==> src/urs_pkg.sv <==
// package: register map, field positions and reset values for the uart receive status block
package urs_pkg;
  // apb byte addresses
  localparam logic [7:0] URS_STA_OFF = 8'h00;
  localparam logic [7:0] URS_DATA_OFF = 8'h04;
  localparam logic [7:0] URS_CFG_OFF = 8'h08;
  localparam logic [7:0] URS_IST_OFF = 8'h0C;
  localparam logic [7:0] URS_IMSK_OFF = 8'h10;
  // status register field positions
  localparam int URS_ADDRESS_DETECT_ENABLE_BIT = 5;
  localparam int URS_IDLE_BIT = 4;
  localparam int URS_PARITY_ERROR_FLAG_BIT = 3;
  localparam int URS_FRAMING_ERROR_FLAG_BIT = 2;
  localparam int URS_OVERRUN_ERROR_FLAG_BIT = 1;
  localparam int URS_AVAIL_BIT = 0;
  // data register: bit 8 is the ninth data bit
  localparam int URS_NINTH_BIT = 8;
  // config register fields
  localparam int URS_CFG_NINE_BIT = 0;
  localparam int URS_CFG_PAR_BIT = 1;
  localparam int URS_CFG_PODD_BIT = 2;
  // interrupt status bits
  localparam int URS_EV_RX = 0;
  localparam int URS_EV_OVR = 1;
  localparam int URS_EV_ERR = 2;
  localparam int URS_NEV = 3;
  // defaults
  localparam int URS_DEF_DIV = 868;
  localparam int URS_DEF_DEPTH = 4;
  localparam logic [15:0] URS_DIV_RST = 16'h0364;
  // receiver states
  typedef enum logic [3:0] {
    URS_IDLE = 4'b0001,
    URS_START = 4'b0010,
    URS_DATA = 4'b0100,
    URS_STOP = 4'b1000
  } urs_state_t;
endpackage

==> src/urs_fifo.sv <==
// receive fifo holding data plus per-character error bits
`timescale 1ns/1ps
module urs_fifo import urs_pkg::*; #(
  parameter int WIDTH = 11,
  parameter int DEPTH = 4
) (
  // clock and reset
  input wire logic pclk,
  input wire logic presetn,
  // control
  input wire logic flush,
  // write side
  input wire logic wr_valid,
  output logic wr_ready,
  input wire logic [WIDTH-1:0] wr_data,
  // read side
  output logic rd_valid,
  input wire logic rd_ready,
  output logic [WIDTH-1:0] rd_data
);
  localparam int AW = $clog2(DEPTH);
  // elaboration check: pointer wrap logic needs a power-of-two depth
  if (DEPTH < 2 || (1 << AW) != DEPTH) begin : g_depth_chk
    $error("depth must be a power of two, at least 2");
  end
  logic [WIDTH-1:0] mem [DEPTH];
  logic [AW:0] wp_r;
  logic [AW:0] rp_r;
  wire full = (wp_r[AW] != rp_r[AW]) && (wp_r[AW-1:0] == rp_r[AW-1:0]);
  wire empty = (wp_r == rp_r);
  wire do_wr = wr_valid && !full;
  wire do_rd = rd_ready && !empty;
  assign wr_ready = !full;
  assign rd_valid = !empty;
  assign rd_data = mem[rp_r[AW-1:0]];
  // pointers; flush empties the buffer outright
  always_ff @(posedge pclk or negedge presetn) begin
    if (!presetn) begin
      wp_r <= '0;
      rp_r <= '0;
    end else if (flush) begin
      wp_r <= '0;
      rp_r <= '0;
    end else begin
      if (do_wr) wp_r <= wp_r + 1'b1;
      if (do_rd) rp_r <= rp_r + 1'b1;
    end
  end
  // storage
  always_ff @(posedge pclk) begin
    if (do_wr) mem[wp_r[AW-1:0]] <= wr_data;
  end
endmodule

==> src/urs_top.sv <==
// uart receiver with status register, address detect and error reporting
//
// Functional notes
// - address-detect enable bit 5 turns address detect mode on or off.
// - in address mode only ninth-bit-one words are kept; needs nine-bit mode.
// - read-only idle flag at bit 4 is one while receiver idle.
// - read-only parity error flag bit 3 reflects character at fifo head.
// - read-only framing error flag bit 2 reflects character at fifo head.
// - overrun flag bit 1 set by hardware on overflow; software can only clear.
// - clearing a set overrun flag empties fifo and shift register.
// - data-available flag bit 0 is one while fifo holds a character.
//
// The APB slave port and the register addresses were left to the implementer.
`timescale 1ns/1ps
module urs_top import urs_pkg::*; #(
  parameter int DEPTH = URS_DEF_DEPTH
) (
  // apb slave
  input wire logic pclk,
  input wire logic presetn,
  input wire logic psel,
  input wire logic penable,
  input wire logic pwrite,
  input wire logic [7:0] paddr,
  input wire logic [31:0] pwdata,
  output logic [31:0] prdata,
  output logic pready,
  output logic pslverr,
  // serial line
  input wire logic rx_line,
  // interrupt
  output logic irq
);
  localparam int FW = 11;
  // elaboration check: the fifo and its pointers need at least two entries
  if (DEPTH < 2) begin : g_depth_chk
    $error("depth must be at least 2");
  end
  ////////////////////////////////////////////////////////////////
  // bus decode
  wire acc = psel && penable;
  wire wr_en = acc && pwrite;
  wire rd_en = acc && !pwrite;
  wire hit_sta = paddr == URS_STA_OFF;
  wire hit_dat = paddr == URS_DATA_OFF;
  wire hit_cfg = paddr == URS_CFG_OFF;
  wire hit_ist = paddr == URS_IST_OFF;
  wire hit_msk = paddr == URS_IMSK_OFF;
  wire mapped = hit_sta | hit_dat | hit_cfg | hit_ist | hit_msk;
  ////////////////////////////////////////////////////////////////
  // registers
  logic addr_en_r;
  logic overrun_error_flag_r;
  logic [2:0] cfg_r;
  logic [15:0] div_r;
  logic [URS_NEV-1:0] ist_r;
  logic [URS_NEV-1:0] imsk_r;
  logic [31:0] prdata_r;
  logic pslverr_r;
  logic irq_r;
  // receiver
  urs_state_t st_r;
  logic [15:0] cnt_r;
  logic [3:0] bit_r;
  logic [8:0] sh_r;
  logic par_r;
  logic push_r;
  logic [FW-1:0] push_d_r;
  logic busy_r;
  // fifo wires
  logic f_wr_ready;
  logic f_rd_valid;
  logic [FW-1:0] f_rd_data;
  ////////////////////////////////////////////////////////////////
  // overrun clear detection: software writes zero over a set flag
  wire overrun_error_flag_clr = wr_en && hit_sta && !pwdata[URS_OVERRUN_ERROR_FLAG_BIT] && overrun_error_flag_r;
  wire flush = overrun_error_flag_clr;
  wire pop = rd_en && hit_dat && f_rd_valid;
  wire overflow = push_r && !f_wr_ready;
  urs_fifo #(.WIDTH(FW), .DEPTH(DEPTH)) u_fifo (
    .pclk(pclk),
    .presetn(presetn),
    .flush(flush),
    .wr_valid(push_r),
    .wr_ready(f_wr_ready),
    .wr_data(push_d_r),
    .rd_valid(f_rd_valid),
    .rd_ready(pop),
    .rd_data(f_rd_data)
  );
  ////////////////////////////////////////////////////////////////
  // status read word; error bits come from the fifo head entry
  wire [31:0] sta_word = {26'h0, addr_en_r, !busy_r,
    f_rd_valid & f_rd_data[10], f_rd_valid & f_rd_data[9],
    overrun_error_flag_r, f_rd_valid};
  wire [31:0] rd_mux = hit_sta ? sta_word :
                       hit_dat ? {23'h0, f_rd_data[8:0]} :
                       hit_cfg ? {13'h0, div_r, cfg_r} :
                       hit_ist ? {29'h0, ist_r} :
                       hit_msk ? {29'h0, imsk_r} : 32'h0;
  // zero-wait slave: pready always high, unmapped address errors
  assign pready = 1'b1;
  assign prdata = prdata_r;
  assign pslverr = pslverr_r;
  assign irq = irq_r;
  always_ff @(posedge pclk or negedge presetn) begin
    if (!presetn) begin
      prdata_r <= 32'h0;
      pslverr_r <= 1'b0;
    end else begin
      prdata_r <= (psel && !penable && !pwrite) ? rd_mux : prdata_r;
      pslverr_r <= psel && !penable && !mapped;
    end
  end
  ////////////////////////////////////////////////////////////////
  // control registers
  always_ff @(posedge pclk or negedge presetn) begin
    if (!presetn) begin
      addr_en_r <= 1'b0;
      cfg_r <= 3'h0;
      div_r <= URS_DIV_RST;
      imsk_r <= '0;
    end else if (wr_en) begin
      if (hit_sta) addr_en_r <= pwdata[URS_ADDRESS_DETECT_ENABLE_BIT];
      if (hit_cfg) begin
        cfg_r <= pwdata[2:0];
        div_r <= pwdata[18:3];
      end
      if (hit_msk) imsk_r <= pwdata[URS_NEV-1:0];
    end
  end
  // overrun flag: hardware set wins over software clear
  always_ff @(posedge pclk or negedge presetn) begin
    if (!presetn) overrun_error_flag_r <= 1'b0;
    else if (overflow) overrun_error_flag_r <= 1'b1;
    else if (overrun_error_flag_clr) overrun_error_flag_r <= 1'b0;
  end
  // sticky interrupt status, write one to clear, set wins
  wire [URS_NEV-1:0] ev = {push_d_r[10] | push_d_r[9], overflow, push_r & f_wr_ready} & {URS_NEV{push_r}};
  wire [URS_NEV-1:0] w1c = (wr_en && hit_ist) ? pwdata[URS_NEV-1:0] : '0;
  always_ff @(posedge pclk or negedge presetn) begin
    if (!presetn) begin
      ist_r <= '0;
      irq_r <= 1'b0;
    end else begin
      ist_r <= (ist_r & ~w1c) | ev;
      irq_r <= |(((ist_r & ~w1c) | ev) & imsk_r);
    end
  end
  ////////////////////////////////////////////////////////////////
  // receiver: 16-bit divider gives bit time, sample mid-bit
  wire nine = cfg_r[URS_CFG_NINE_BIT];
  wire par_en = cfg_r[URS_CFG_PAR_BIT];
  wire [3:0] nbits = nine ? 4'd9 : 4'd8;
  wire tick = (cnt_r == 16'h0);
  wire [15:0] half = {1'b0, div_r[15:1]};
  wire [8:0] word = nine ? sh_r : {1'b0, sh_r[8:1]};
  // address mode gates non-address words only in nine-bit mode
  wire keep = !(addr_en_r && nine) || word[URS_NINTH_BIT];
  wire par_bad = par_en && (par_r ^ cfg_r[URS_CFG_PODD_BIT] ^ rx_line) ;
  always_ff @(posedge pclk or negedge presetn) begin
    if (!presetn) begin
      st_r <= URS_IDLE;
      cnt_r <= 16'h0;
      bit_r <= 4'h0;
      sh_r <= 9'h0;
      par_r <= 1'b0;
      busy_r <= 1'b0;
      push_r <= 1'b0;
      push_d_r <= '0;
    end else if (flush) begin
      st_r <= URS_IDLE;
      sh_r <= 9'h0;
      busy_r <= 1'b0;
      push_r <= 1'b0;
      cnt_r <= 16'h0;
    end else begin
      push_r <= 1'b0;
      cnt_r <= tick ? 16'h0 : cnt_r - 16'h1;
      unique case (st_r)
        URS_IDLE: begin
          busy_r <= 1'b0;
          if (!rx_line) begin
            st_r <= URS_START;
            cnt_r <= half;
            busy_r <= 1'b1;
          end
        end
        URS_START: if (tick) begin
          if (rx_line) st_r <= URS_IDLE;
          else begin
            st_r <= URS_DATA;
            cnt_r <= div_r;
            bit_r <= 4'h0;
            par_r <= 1'b0;
          end
        end
        URS_DATA: if (tick) begin
          cnt_r <= div_r;
          if (bit_r == nbits) begin
            st_r <= URS_STOP;
            par_r <= par_bad;
          end else begin
            sh_r <= {rx_line, sh_r[8:1]};
            par_r <= par_r ^ rx_line;
            bit_r <= bit_r + 4'h1;
            if (!par_en && bit_r + 4'h1 == nbits) st_r <= URS_STOP;
          end
        end
        URS_STOP: if (tick) begin
          st_r <= URS_IDLE;
          busy_r <= 1'b0;
          push_r <= keep;
          push_d_r <= {par_en & par_r, !rx_line, word};
        end
        default: st_r <= URS_IDLE;
      endcase
    end
  end

  ////////////////////////////////////////////////////////////////
  // helper logic for the checks: fifo occupancy and bit ticks per frame
  localparam int OW = $clog2(DEPTH) + 1;
  logic [OW-1:0] occ_r;
  logic [3:0] tk_cnt_r;
  wire [OW-1:0] occ_full = OW'(DEPTH);
  wire in_ok = push_r && f_wr_ready;
  // occupancy mirrors the fifo from its handshakes, not from its pointers
  always_ff @(posedge pclk or negedge presetn) begin
    if (!presetn) occ_r <= '0;
    else if (flush) occ_r <= '0;
    else if (in_ok && !pop) occ_r <= occ_r + 1'b1;
    else if (pop && !in_ok) occ_r <= occ_r - 1'b1;
  end
  // ticks since the start edge; saturates so a hang cannot wrap back to legal
  always_ff @(posedge pclk or negedge presetn) begin
    if (!presetn) tk_cnt_r <= 4'h0;
    else if (st_r == URS_IDLE) tk_cnt_r <= 4'h0;
    else if (tick && tk_cnt_r != 4'hF) tk_cnt_r <= tk_cnt_r + 4'h1;
  end
endmodule

==> config.mk <==
export PLATFORM = sky130hd
export DESIGN_NAME = urs_top
export DESIGN_NICKNAME = d
export VERILOG_FILES = /design/src/urs_pkg.sv /design/src/urs_fifo.sv /design/src/urs_top.sv
export SDC_FILE = /design/constraint.sdc
export NUM_CORES = 1
export LEC_CHECK = 0
export BUFFER_PORTS_ARGS = -buffer_cell sky130_fd_sc_hd__buf_2
export CORE_MARGIN = 10
export CORE_UTILIZATION = 31
export CTS_BUF_LIST = sky130_fd_sc_hd__clkbuf_8
export CTS_CLUSTER_DIAMETER = 60
export DETAILED_ROUTE_END_ITERATION = 8
export SYNTH_ARGS = -nofsm -noshare
export SYNTH_HDL_FRONTEND = slang
export SYNTH_SLANG_ARGS = --single-unit
==> constraint.sdc <==
create_clock -name pclk -period 2.3 [get_ports pclk]
set_input_delay 0.115 -clock pclk [delete_from_list [all_inputs] [get_ports pclk]]
set_output_delay 0.115 -clock pclk [all_outputs]
set_load 0.01 [all_outputs]
==> results.cfg, run 1 <==
[pwr]
swShare_pct = 29.1
power.density_nw_per_um2 = 823
power.share.clock_pct = 33.6
pwr-share-comb_pct = 20.3
seqPwrFrac_pct = 46.1
leakagePower_uw = 0.00339
ir_worst_vdd_v = 0.000343
p_switching_uw = 1980
p_int_uw = 4820
power_uw = 6800

[timing]
fin_skew_ns = 0.00752
period_minus_slack_ns = 2.09
fin_crit_sh_pct = 90.9
tns_ns = 0
slew_headroom_pct = 56.8
max_freq_mhz = 478
hold_viol = 0
grt_setup_unrepaired = false
setup_ws_ns = 0.208
drv_slew = 0
worst_pin_slew_ns = 0.639
setup_viol = 0

[clocking]
clk_pin_slew_ns = 0.08
cts_buffer_depth = 2
h-tree-depth = 4
cts_sinks = 145
cts_root_buf = clkbuf_8
clock_latency_ns = 0.45
cts_tree = built
cts-buffers-inserted = 17

[drt]
viasPerCell = 4.98
vias = 4818
drcViolationCount = 0
detail-route-antenna-nets = 0
wl_per_cell_um = 16.6
first_pass_iters = 4
drtIter0Drc = 239
wl_mm = 16.1

[floorplanning]
die-area_um2 = 28800
fp-row-count = 54
initial_utilization_pct = 31.7
coreArea_um2 = 22000
ios = 81
die_w_um = 170
die_h_um = 170

[flow_run]
cap_violations = 0

[layout]
nets = 727
final_layout_size_suffix_gt1_share_pct = 24.5
syn_to_final_growth_pct = 18.9
stdcell_area_um2 = 8260

[global_route]
grt_pass1_vias = 4765
track_usage_pct = 11.5
grt_pass1_wl_mm = 26.1
antenna_found_initial = 1
overflow = 0
grt_max_degree = 102

[logic_synthesis]
synth_ff_type = dfrtp_1
syn_inst = 586
ys_seq_area_share_pct = 55.5
synth-edff-count = 44
synth.avg_cell_area_um2 = 11.9
synthArstFlopShare_pct = 69.7
syn_area_um2 = 6950
post_synth_num_cell_types = 66
yosysWarnings = 0
ys_seq_elements = 145

[critical_path]
cp_top_family = simple AND/OR/NAND/NOR gates
end_kind = flop
rr_worst_depth = 9
critPathSlowestCell = dfrtp_1
cp_num_cells = 9
r2r_start = cnt_r[0]
critical_path_required_ns = 2.63
cp_num_buf_inv = 3
crit_path_max_fanout = 11
cp_slowest_stage_delay_ns = 0.40
crit_type = reg2reg
crit_end = cnt_r[1]
startpoint = cnt_r[0]
cp_cell_sequence = inv_1 -> ha_1 -> nor3b_2 -> buf_4 -> and2_1 -> a21oi_1 -> buf_4 -> a222oi_1 -> nor2_1
critPathArrivalTime_ns = 2.42
reg2reg_to = cnt_r[1]
rrSetupSlack_ns = 0.21
crit_path_start_kind = flop
crit_top_cell = buf_4

[placed_design]
port_buffers = 53
gp_congestion = 0.815
dp_slack_ns = 0.139
place_area_um2 = 7570
dp_hpwl_mm = 11.2

[worst_hold_path]
hold_path_class = in2reg

[outcome]
outcome = finished clean
kinds of logic after synthesis:
group	Yosys count	share of synthesized area [%]
xor+xnor	19	2.39
fa+ha+maj	7	1.26
buf+inv	56	4.21
other cells	2	0.108
mux	59	10.9
compound gates	121	11.6
flops	145	55.5
simple gates	177	14.0
worst min path at each step:
stage | from | endpoint | slack (ns) | depth (start not counted)
CTS | rx_line | push_d_r[9] | 0.05 | 2
global placement | presetn | prdata[11] | 0.23 | 2
detailed placement | presetn | cnt_r[4] | 0.23 | 2
finish | rx_line | push_d_r[9] | 0.08 | 2
floorplan | presetn | addr_en_r | -0.18 | 0
global route | rx_line | push_d_r[9] | 0.07 | 2
cell usage in the layout (no fill, tap or decap), types with 8 or more instances in the layout:
cell,n
dfrtp_1,95
buf_2,52
nand2_1,49
edfxtp_1,44
nor2_1,41
o21ai_0,32
a21oi_1,26
buf_4,26
mux2_2,25
mux2i_1,23
dlygate4sd3_1,22
a22oi_1,18
clkbuf_8,18
nand3_1,14
conb_1,14
inv_1,12
xnor2_1,12
a22o_1,12
mux4_2,11
nor3_1,8
and3_1,8
sequential cells by signal, summed over array words and instances (netlist names), 3 cells and up:
signal       flops
imsk_r           3
cnt_r           16
ist_r            3
bit_r            4
sh_r             9
u_fifo.rp_r      3
prdata          19
st_r             4
u_fifo.wp_r      3
cfg_r            3
u_fifo.mem      44
push_d_r        11
div_r           16
final cells by class:
type,instances,area (um2)
clock inverters,14,213
well taps,280,350
clock buffers,18,248
diodes,1,2.50
fillers,2097,13700
flip-flops and latches,145,3860
repair buffers,101,696
inverters,12,45.0
multi-input cells,397,2850
cells in the mapped netlist, types with 3 or more instances:
| cell type | count | share of area [%] |
|---|---|---|
| a211oi_1 | 3 | 0.32 |
| a21o_1 | 4 | 0.43 |
| a21oi_1 | 26 | 1.9 |
| a222oi_1 | 3 | 0.43 |
| a22o_1 | 12 | 1.5 |
| a22oi_1 | 18 | 1.9 |
| and3_1 | 8 | 0.72 |
| buf_2 | 4 | 0.29 |
| buf_4 | 18 | 1.9 |
| clkbuf_1 | 17 | 0.92 |
| dfrtp_1 | 95 | 34 |
| dfstp_2 | 6 | 2.3 |
| edfxtp_1 | 44 | 19 |
| ha_1 | 7 | 1.3 |
| inv_1 | 12 | 0.65 |
| mux2_2 | 25 | 4.1 |
| mux2i_1 | 23 | 3.3 |
| mux4_2 | 11 | 3.6 |
| nand2_1 | 49 | 2.6 |
| nand2b_1 | 6 | 0.54 |
| nand3_1 | 14 | 1.0 |
| nand3b_1 | 5 | 0.54 |
| nand4_1 | 6 | 0.54 |
| nor2_1 | 41 | 2.2 |
| nor2b_1 | 3 | 0.27 |
| nor3_1 | 8 | 0.58 |
| nor3b_1 | 3 | 0.32 |
| nor4_1 | 5 | 0.45 |
| nor4b_1 | 5 | 0.63 |
| o211ai_1 | 4 | 0.43 |
| o21ai_0 | 32 | 2.3 |
| or3_1 | 3 | 0.27 |
| or4_1 | 3 | 0.32 |
| xnor2_1 | 12 | 1.5 |
| xor2_1 | 7 | 0.88 |
power groups by stage:
stage / sequential [uW] / clock [uW] / combinational [uW]
2_1_floorplan: 3070 / 0 / 1100
3_5_place_dp: 3180 / 0 / 1340
4_1_cts: 3130 / 2340 / 1380
3_3_place_gp: 3170 / 0 / 1330
5_1_grt: 3170 / 2450 / 1560
6_report: 3130 / 2290 / 1380
repair_timing:
| item | CTS | global route |
|---|---|---|
| hold endpoints to repair | 122 | 0 |
| gates resized for setup | 0 | 1 |
| hold buffers | 22 | 0 |
| endpoints found under the setup margin | 0 | 13 |
| buffers inserted | 0 | 1 |
worst register-to-register path, cell delays in order, from the launching register on:
cell      delay (ns)
dfrtp_1         0.40
inv_1           0.08
ha_1            0.19
nor3b_2         0.20
buf_4           0.17
and2_1          0.25
a21oi_1         0.10
buf_4           0.19
a222oi_1        0.32
nor2_1          0.07
per-layer routing:
| layer | vias up | global-route usage [%] | share of wire [%] |
|---|---|---|---|
| met5 | - | 0 | 0 |
| met3 | 10 | 3.42 | 6.1 |
| met1 | 2374 | 14.7 | 46 |
| met2 | 116 | 17.9 | 47 |
| li1 | 2318 | - | - |
| met4 | 0 | 4.24 | 1.3 |
through the flow:
stage / util [%] / std cells / hold slack [ns]
floorplan: - / 598 / -0.181
global placement: 34.5 / 912 / 0.225
detailed placement: 34.5 / 912 / 0.229
CTS: 37.6 / 966 / 0.0484
global route: 37.6 / 967 / 0.0728
finish: 37.6 / 968 / 0.0807
(Power assumes the default switching activity.)
==> inputs of run 2 (changes only) <==
--- a/config.mk
+++ b/config.mk
@@ -5,7 +5,7 @@
 export SDC_FILE = /design/constraint.sdc
 export NUM_CORES = 1
 export LEC_CHECK = 0
-export BUFFER_PORTS_ARGS = -buffer_cell sky130_fd_sc_hd__buf_2
+export BUFFER_PORTS_ARGS = -buffer_cell sky130_fd_sc_hd__buf_4
 export CORE_MARGIN = 10
 export CORE_UTILIZATION = 31
 export CTS_BUF_LIST = sky130_fd_sc_hd__clkbuf_8
==> run 2 against run 1 <==
Against the previous run:
- sequential power hardly changed
- combinational power rose by 3%
- cell area up 1.1%
- fmax about the same
- clock-buffer cell count down 1
- register-to-register slack about the same
- die area unchanged
- critical path depth unchanged
- clock power decreased by 15%
- first-iteration DRC count rose by 42%
- non-clock buffer count grew 6
- critical endpoint is now cnt_r[15]
==> results.cfg, run 2 (synthesized netlist as in run 1, its figures left out) <==
[global_route]
track_usage_pct = 11.7
grtUsageMet2_pct = 18.1
grt.met3_usage_pct = 3.09
grt-busiest-layer = met2
antenna_found_initial = 0
grt_pass1_vias = 4856
grt_max_degree = 39
grt_pass1_wl_mm = 26.5
use_met1_pct = 15.4
overflow = 0

[timing]
fin_crit_sh_pct = 90.9
fin_skew_ns = 0.0121
holdWs_ns = 0.0798
tns_ns = 0
grt_setup_unrepaired = false
period_minus_slack_ns = 2.09
slew_headroom_pct = 54.2
hold_viol = 0
max_freq_mhz = 478
drv_slew = 0
setup_viol = 0
worst_pin_slew_ns = 0.677

[placed_design]
place_area_um2 = 7730
port_buffers = 53
dp_hpwl_mm = 11.6
gp_congestion = 0.808
dp.cells = 917

[clocking]
cts-buffers-inserted = 17
cts_buffer_depth = 2
cts_root_buf = clkbuf_8
clock_latency_ns = 0.46
clk_pin_slew_ns = 0.09
cts_setup_buffers = 0
cts_sinks = 145
cts_tree = built
h-tree-depth = 4

[floorplanning]
coreArea_um2 = 22000
die-area_um2 = 28800
die_h_um = 170
die_w_um = 170
fp-row-count = 54
ios = 81
initial_utilization_pct = 31.7

[layout]
num_antenna_cells = 0
final_layout_size_suffix_gt1_share_pct = 24.8
nets = 733
largest_reg_flops = 44
final_common_cell = dfrtp_1
final_cells = 973
mostFrequentLayoutCells = dfrtp_1 (95), buf_4 (82), nand2_1 (49)
multi_input_area_um2 = 2850
fill_cells = 2129
syn_to_final_growth_pct = 20.2
ff_latch_area_um2 = 3860
stdcell_area_um2 = 8360

[critical_path]
rrSetupSlack_ns = 0.21
crit_path_start_kind = flop
critPathArrivalTime_ns = 2.47
crit_type = reg2reg
crit_path_max_fanout = 8
end_kind = flop
critical_path_required_ns = 2.68

[drt]
vias = 4808
wl_per_cell_um = 16.9
detail-route-antenna-nets = 0
drcViolationCount = 0
viasPerCell = 4.94
wl_mm = 16.5
drtIter0Drc = 340
first_pass_iters = 5

[worst_hold_path]
hold_path_class = in2reg

[pwr]
power.density_nw_per_um2 = 777
leakagePower_uw = 0.00340
ir_worst_vdd_v = 0.000334

[outcome]
outcome = finished clean

[flow_run]
cap_violations = 0
==> run 2: repair_timing <==
item	CTS	global route
hold endpoints to repair	63	0
hold buffers	24	0
resized for setup	0	1
endpoints found under the setup margin	0	10
==> run 2: final cells by class <==
| cell class | count | share of cell area (%) |
|---|---|---|
| sequential | 145 | 46.2 |
| multi-input combinational | 397 | 34.1 |
| timing repair buffer | 107 | 10.5 |
| tap | 280 | 4.19 |
| clock buffer | 17 | 2.80 |
| clock inverter | 15 | 1.75 |
| inverter | 12 | 0.539 |
==> run 2: final timing paths <==
| path | start | endpoint | cells past startpoint |
|---|---|---|---|
| worst min register to register | prdata[7] | prdata[7] | 2 |
| worst max register to register | cnt_r[0] | cnt_r[15] | 9 |
| worst max-delay path | cnt_r[0] | cnt_r[15] | 9 |
| max in group asynchronous | presetn | div_r[5] | 3 |
| worst min-delay path | paddr[3] | ist_r[2] | 4 |
| min in group asynchronous | presetn | div_r[7] | 2 |
==> run 2: critical path: stages (launching register included) <==
cell	delay (ns)
dfrtp_1	0.41
inv_1	0.09
ha_1	0.19
nor3b_1	0.22
buf_4	0.18
nand2_2	0.13
nor3_4	0.30
buf_4	0.23
nand2_2	0.06
a211oi_2	0.20
==> run 2: power breakdown <==
group          internal [uW]  switching [uW]
clock                    881            1070
sequential              2870             260
combinational            665             755
==> run 2: routing by layer <==
layer  vias to the layer above  part of all wire (%)
li1                       2330                     -
met1                      2364                    47
met2                        97                    47
met3                        17                   5.1
met4                         0                   1.4
met5                         -                     0
==> run 2: per-stage QoR <==
step / util (%) / total power (uW) / worst slack, ns
2_1_floorplan: - / 4170 / 0.214
3_3_place_gp: 35.2 / 4540 / 0.155
3_5_place_dp: 35.2 / 4560 / 0.151
4_1_cts: 38.0 / 6520 / 0.123
5_1_grt: 38.1 / 6880 / 0.0111
6_report: 38.1 / 6490 / 0.210
==> inputs of run 3 (changes only) <==
==> constraint.sdc (replaced) <==
create_clock -name pclk -period 2.4 [get_ports pclk]
set_input_delay 0.12 -clock pclk [delete_from_list [all_inputs] [get_ports pclk]]
set_output_delay 0.12 -clock pclk [all_outputs]
set_load 0.01 [all_outputs]
==> run 3 against run 2 <==
Against the previous run:
- sequential power fell by 4%
- power down 0.50%
- critical endpoint unchanged
- largest cell class unchanged
- fmax is 4.5% lower
- critical path type unchanged
- cell area up 0.27%
- flip-flop and latch count unchanged
- setup slack improved by 0.00099 ns
- critical path depth stayed put
- clock skew about the same
==> results.cfg, run 3 (synthesized netlist as in run 1, its figures left out) <==
[outcome]
outcome = finished clean

[global_route]
overflow = 0
grt_max_degree = 59
antenna_found_initial = 0
grt_pass1_vias = 4813
grt_pass1_wl_mm = 26.3
track_usage_pct = 11.5

[drt]
first_pass_iters = 5
viasPerCell = 4.95
drtIter0Drc = 314
wl_per_cell_um = 16.6
drcViolationCount = 0
vias = 4797
wl_mm = 16.1
detail-route-antenna-nets = 0

[layout]
fill_cells = 2116
final_common_cell = dfrtp_1
nets = 729
final_cells = 969
largest_reg_flops = 44
syn_to_final_growth_pct = 20.5
final_layout_size_suffix_gt1_share_pct = 24.2
num_antenna_cells = 0
mostFrequentLayoutCells = dfrtp_1 (95), buf_4 (79), nand2_1 (49)
stdcell_area_um2 = 8380

[floorplanning]
fp-row-count = 54
ios = 81
die_w_um = 170
die_h_um = 170
initial_utilization_pct = 31.7
coreArea_um2 = 22000
die-area_um2 = 28800

[timing]
fin_skew_ns = 0.0119
period_minus_slack_ns = 2.19
drv_slew = 0
fin_crit_sh_pct = 91.2
max_freq_mhz = 457
slew_headroom_pct = 49.6
grt_setup_unrepaired = false
tns_ns = 0
hold_viol = 0
setup_viol = 0
worst_pin_slew_ns = 0.757

[pwr]
ir_worst_vdd_v = 0.000389
pwr-share-comb_pct = 21.1
p_switching_uw = 1910
power.share.clock_pct = 32.5
p_int_uw = 4550
power.density_nw_per_um2 = 771
seqPwrFrac_pct = 46.4
swShare_pct = 29.6
leakagePower_uw = 0.00342

[placed_design]
dp.cells = 914
place_area_um2 = 7710
gp_congestion = 0.807
port_buffers = 53
dp_hpwl_mm = 11.3

[clocking]
ctsResizeCount = 0
cts-buffers-inserted = 17
h-tree-depth = 4
cts_tree = built
cts_buffer_depth = 2
cts_sinks = 145
clock_latency_ns = 0.46
clk_pin_slew_ns = 0.08
cts_root_buf = clkbuf_8

[critical_path]
crit_path_start_kind = flop
end_kind = flop
critical_path_required_ns = 2.77
crit_type = reg2reg
crit_path_max_fanout = 14
critPathArrivalTime_ns = 2.56

[worst_hold_path]
hold_path_class = in2reg

[flow_run]
cap_violations = 0
run 3: per-layer routing:
| layer | vias to the layer above | global-route usage, % | wire length, um |
|---|---|---|---|
| li1 | 2320 | - | - |
| met1 | 2335 | 15.2 | 7490 |
| met2 | 126 | 17.4 | 7320 |
| met3 | 16 | 3.40 | 1000 |
| met4 | 0 | 4.35 | 250 |
| met5 | - | 0 | 0 |
run 3: power groups by stage:
stage	logic, uW	registers, uW	clock network (uW)
finish	1370	3000	2100
global route	1520	3040	2250
CTS	1370	3000	2150
detailed placement	1330	3050	0
global placement	1320	3040	0
floorplan	1050	2950	0
run 3: cell type report:
type / instances / area, um2 / share of cell area (%)
clock buffer: 18 / 248 / 2.96
clock inverter: 14 / 189 / 2.26
inverter: 12 / 45.0 / 0.538
multi-input combinational: 397 / 2850 / 34.0
sequential: 145 / 3860 / 46.0
tap: 280 / 350 / 4.18
timing repair buffer: 103 / 843 / 10.1
run 3: worst paths after layout:
kind	start	to	slack (ns)	depth (start not counted)
setup / recovery	cnt_r[0]	cnt_r[15]	0.21	9
hold / removal	paddr[4]	pslverr	0.03	3
setup reg to reg	cnt_r[0]	cnt_r[15]	0.21	9
hold reg to reg	prdata[8]	prdata[8]	0.50	2
max in group asynchronous	presetn	sh_r[0]	1.34	3
min in group asynchronous	presetn	prdata[12]	0.26	2
run 3: worst max-delay path, cell delays in order (launching register included):
cell      delay [ns]
dfrtp_1         0.40
inv_1           0.09
ha_1            0.19
nor3b_1         0.27
buf_4           0.19
nand2_2         0.14
nor3_4          0.30
buf_4           0.26
nand2_2         0.07
a211oi_2        0.20
run 3: timing repair:
item,CTS,global route
hold endpoints to repair,80,0
setup buffers,0,0
hold buffers,23,0
endpoints found under the setup margin,0,0
run 3: through the flow:
stage,hold slack (ns),setup slack (ns),power (uW),util (%)
after global routing,0.0196,0.0375,6810,38.2
after CTS,0.000820,0.226,6510,38.2
after floorplan,-0.176,0.314,4000,-
after global placement,0.243,0.278,4360,35.1
after detailed placement,0.243,0.264,4380,35.1
final,0.0275,0.211,6460,38.2
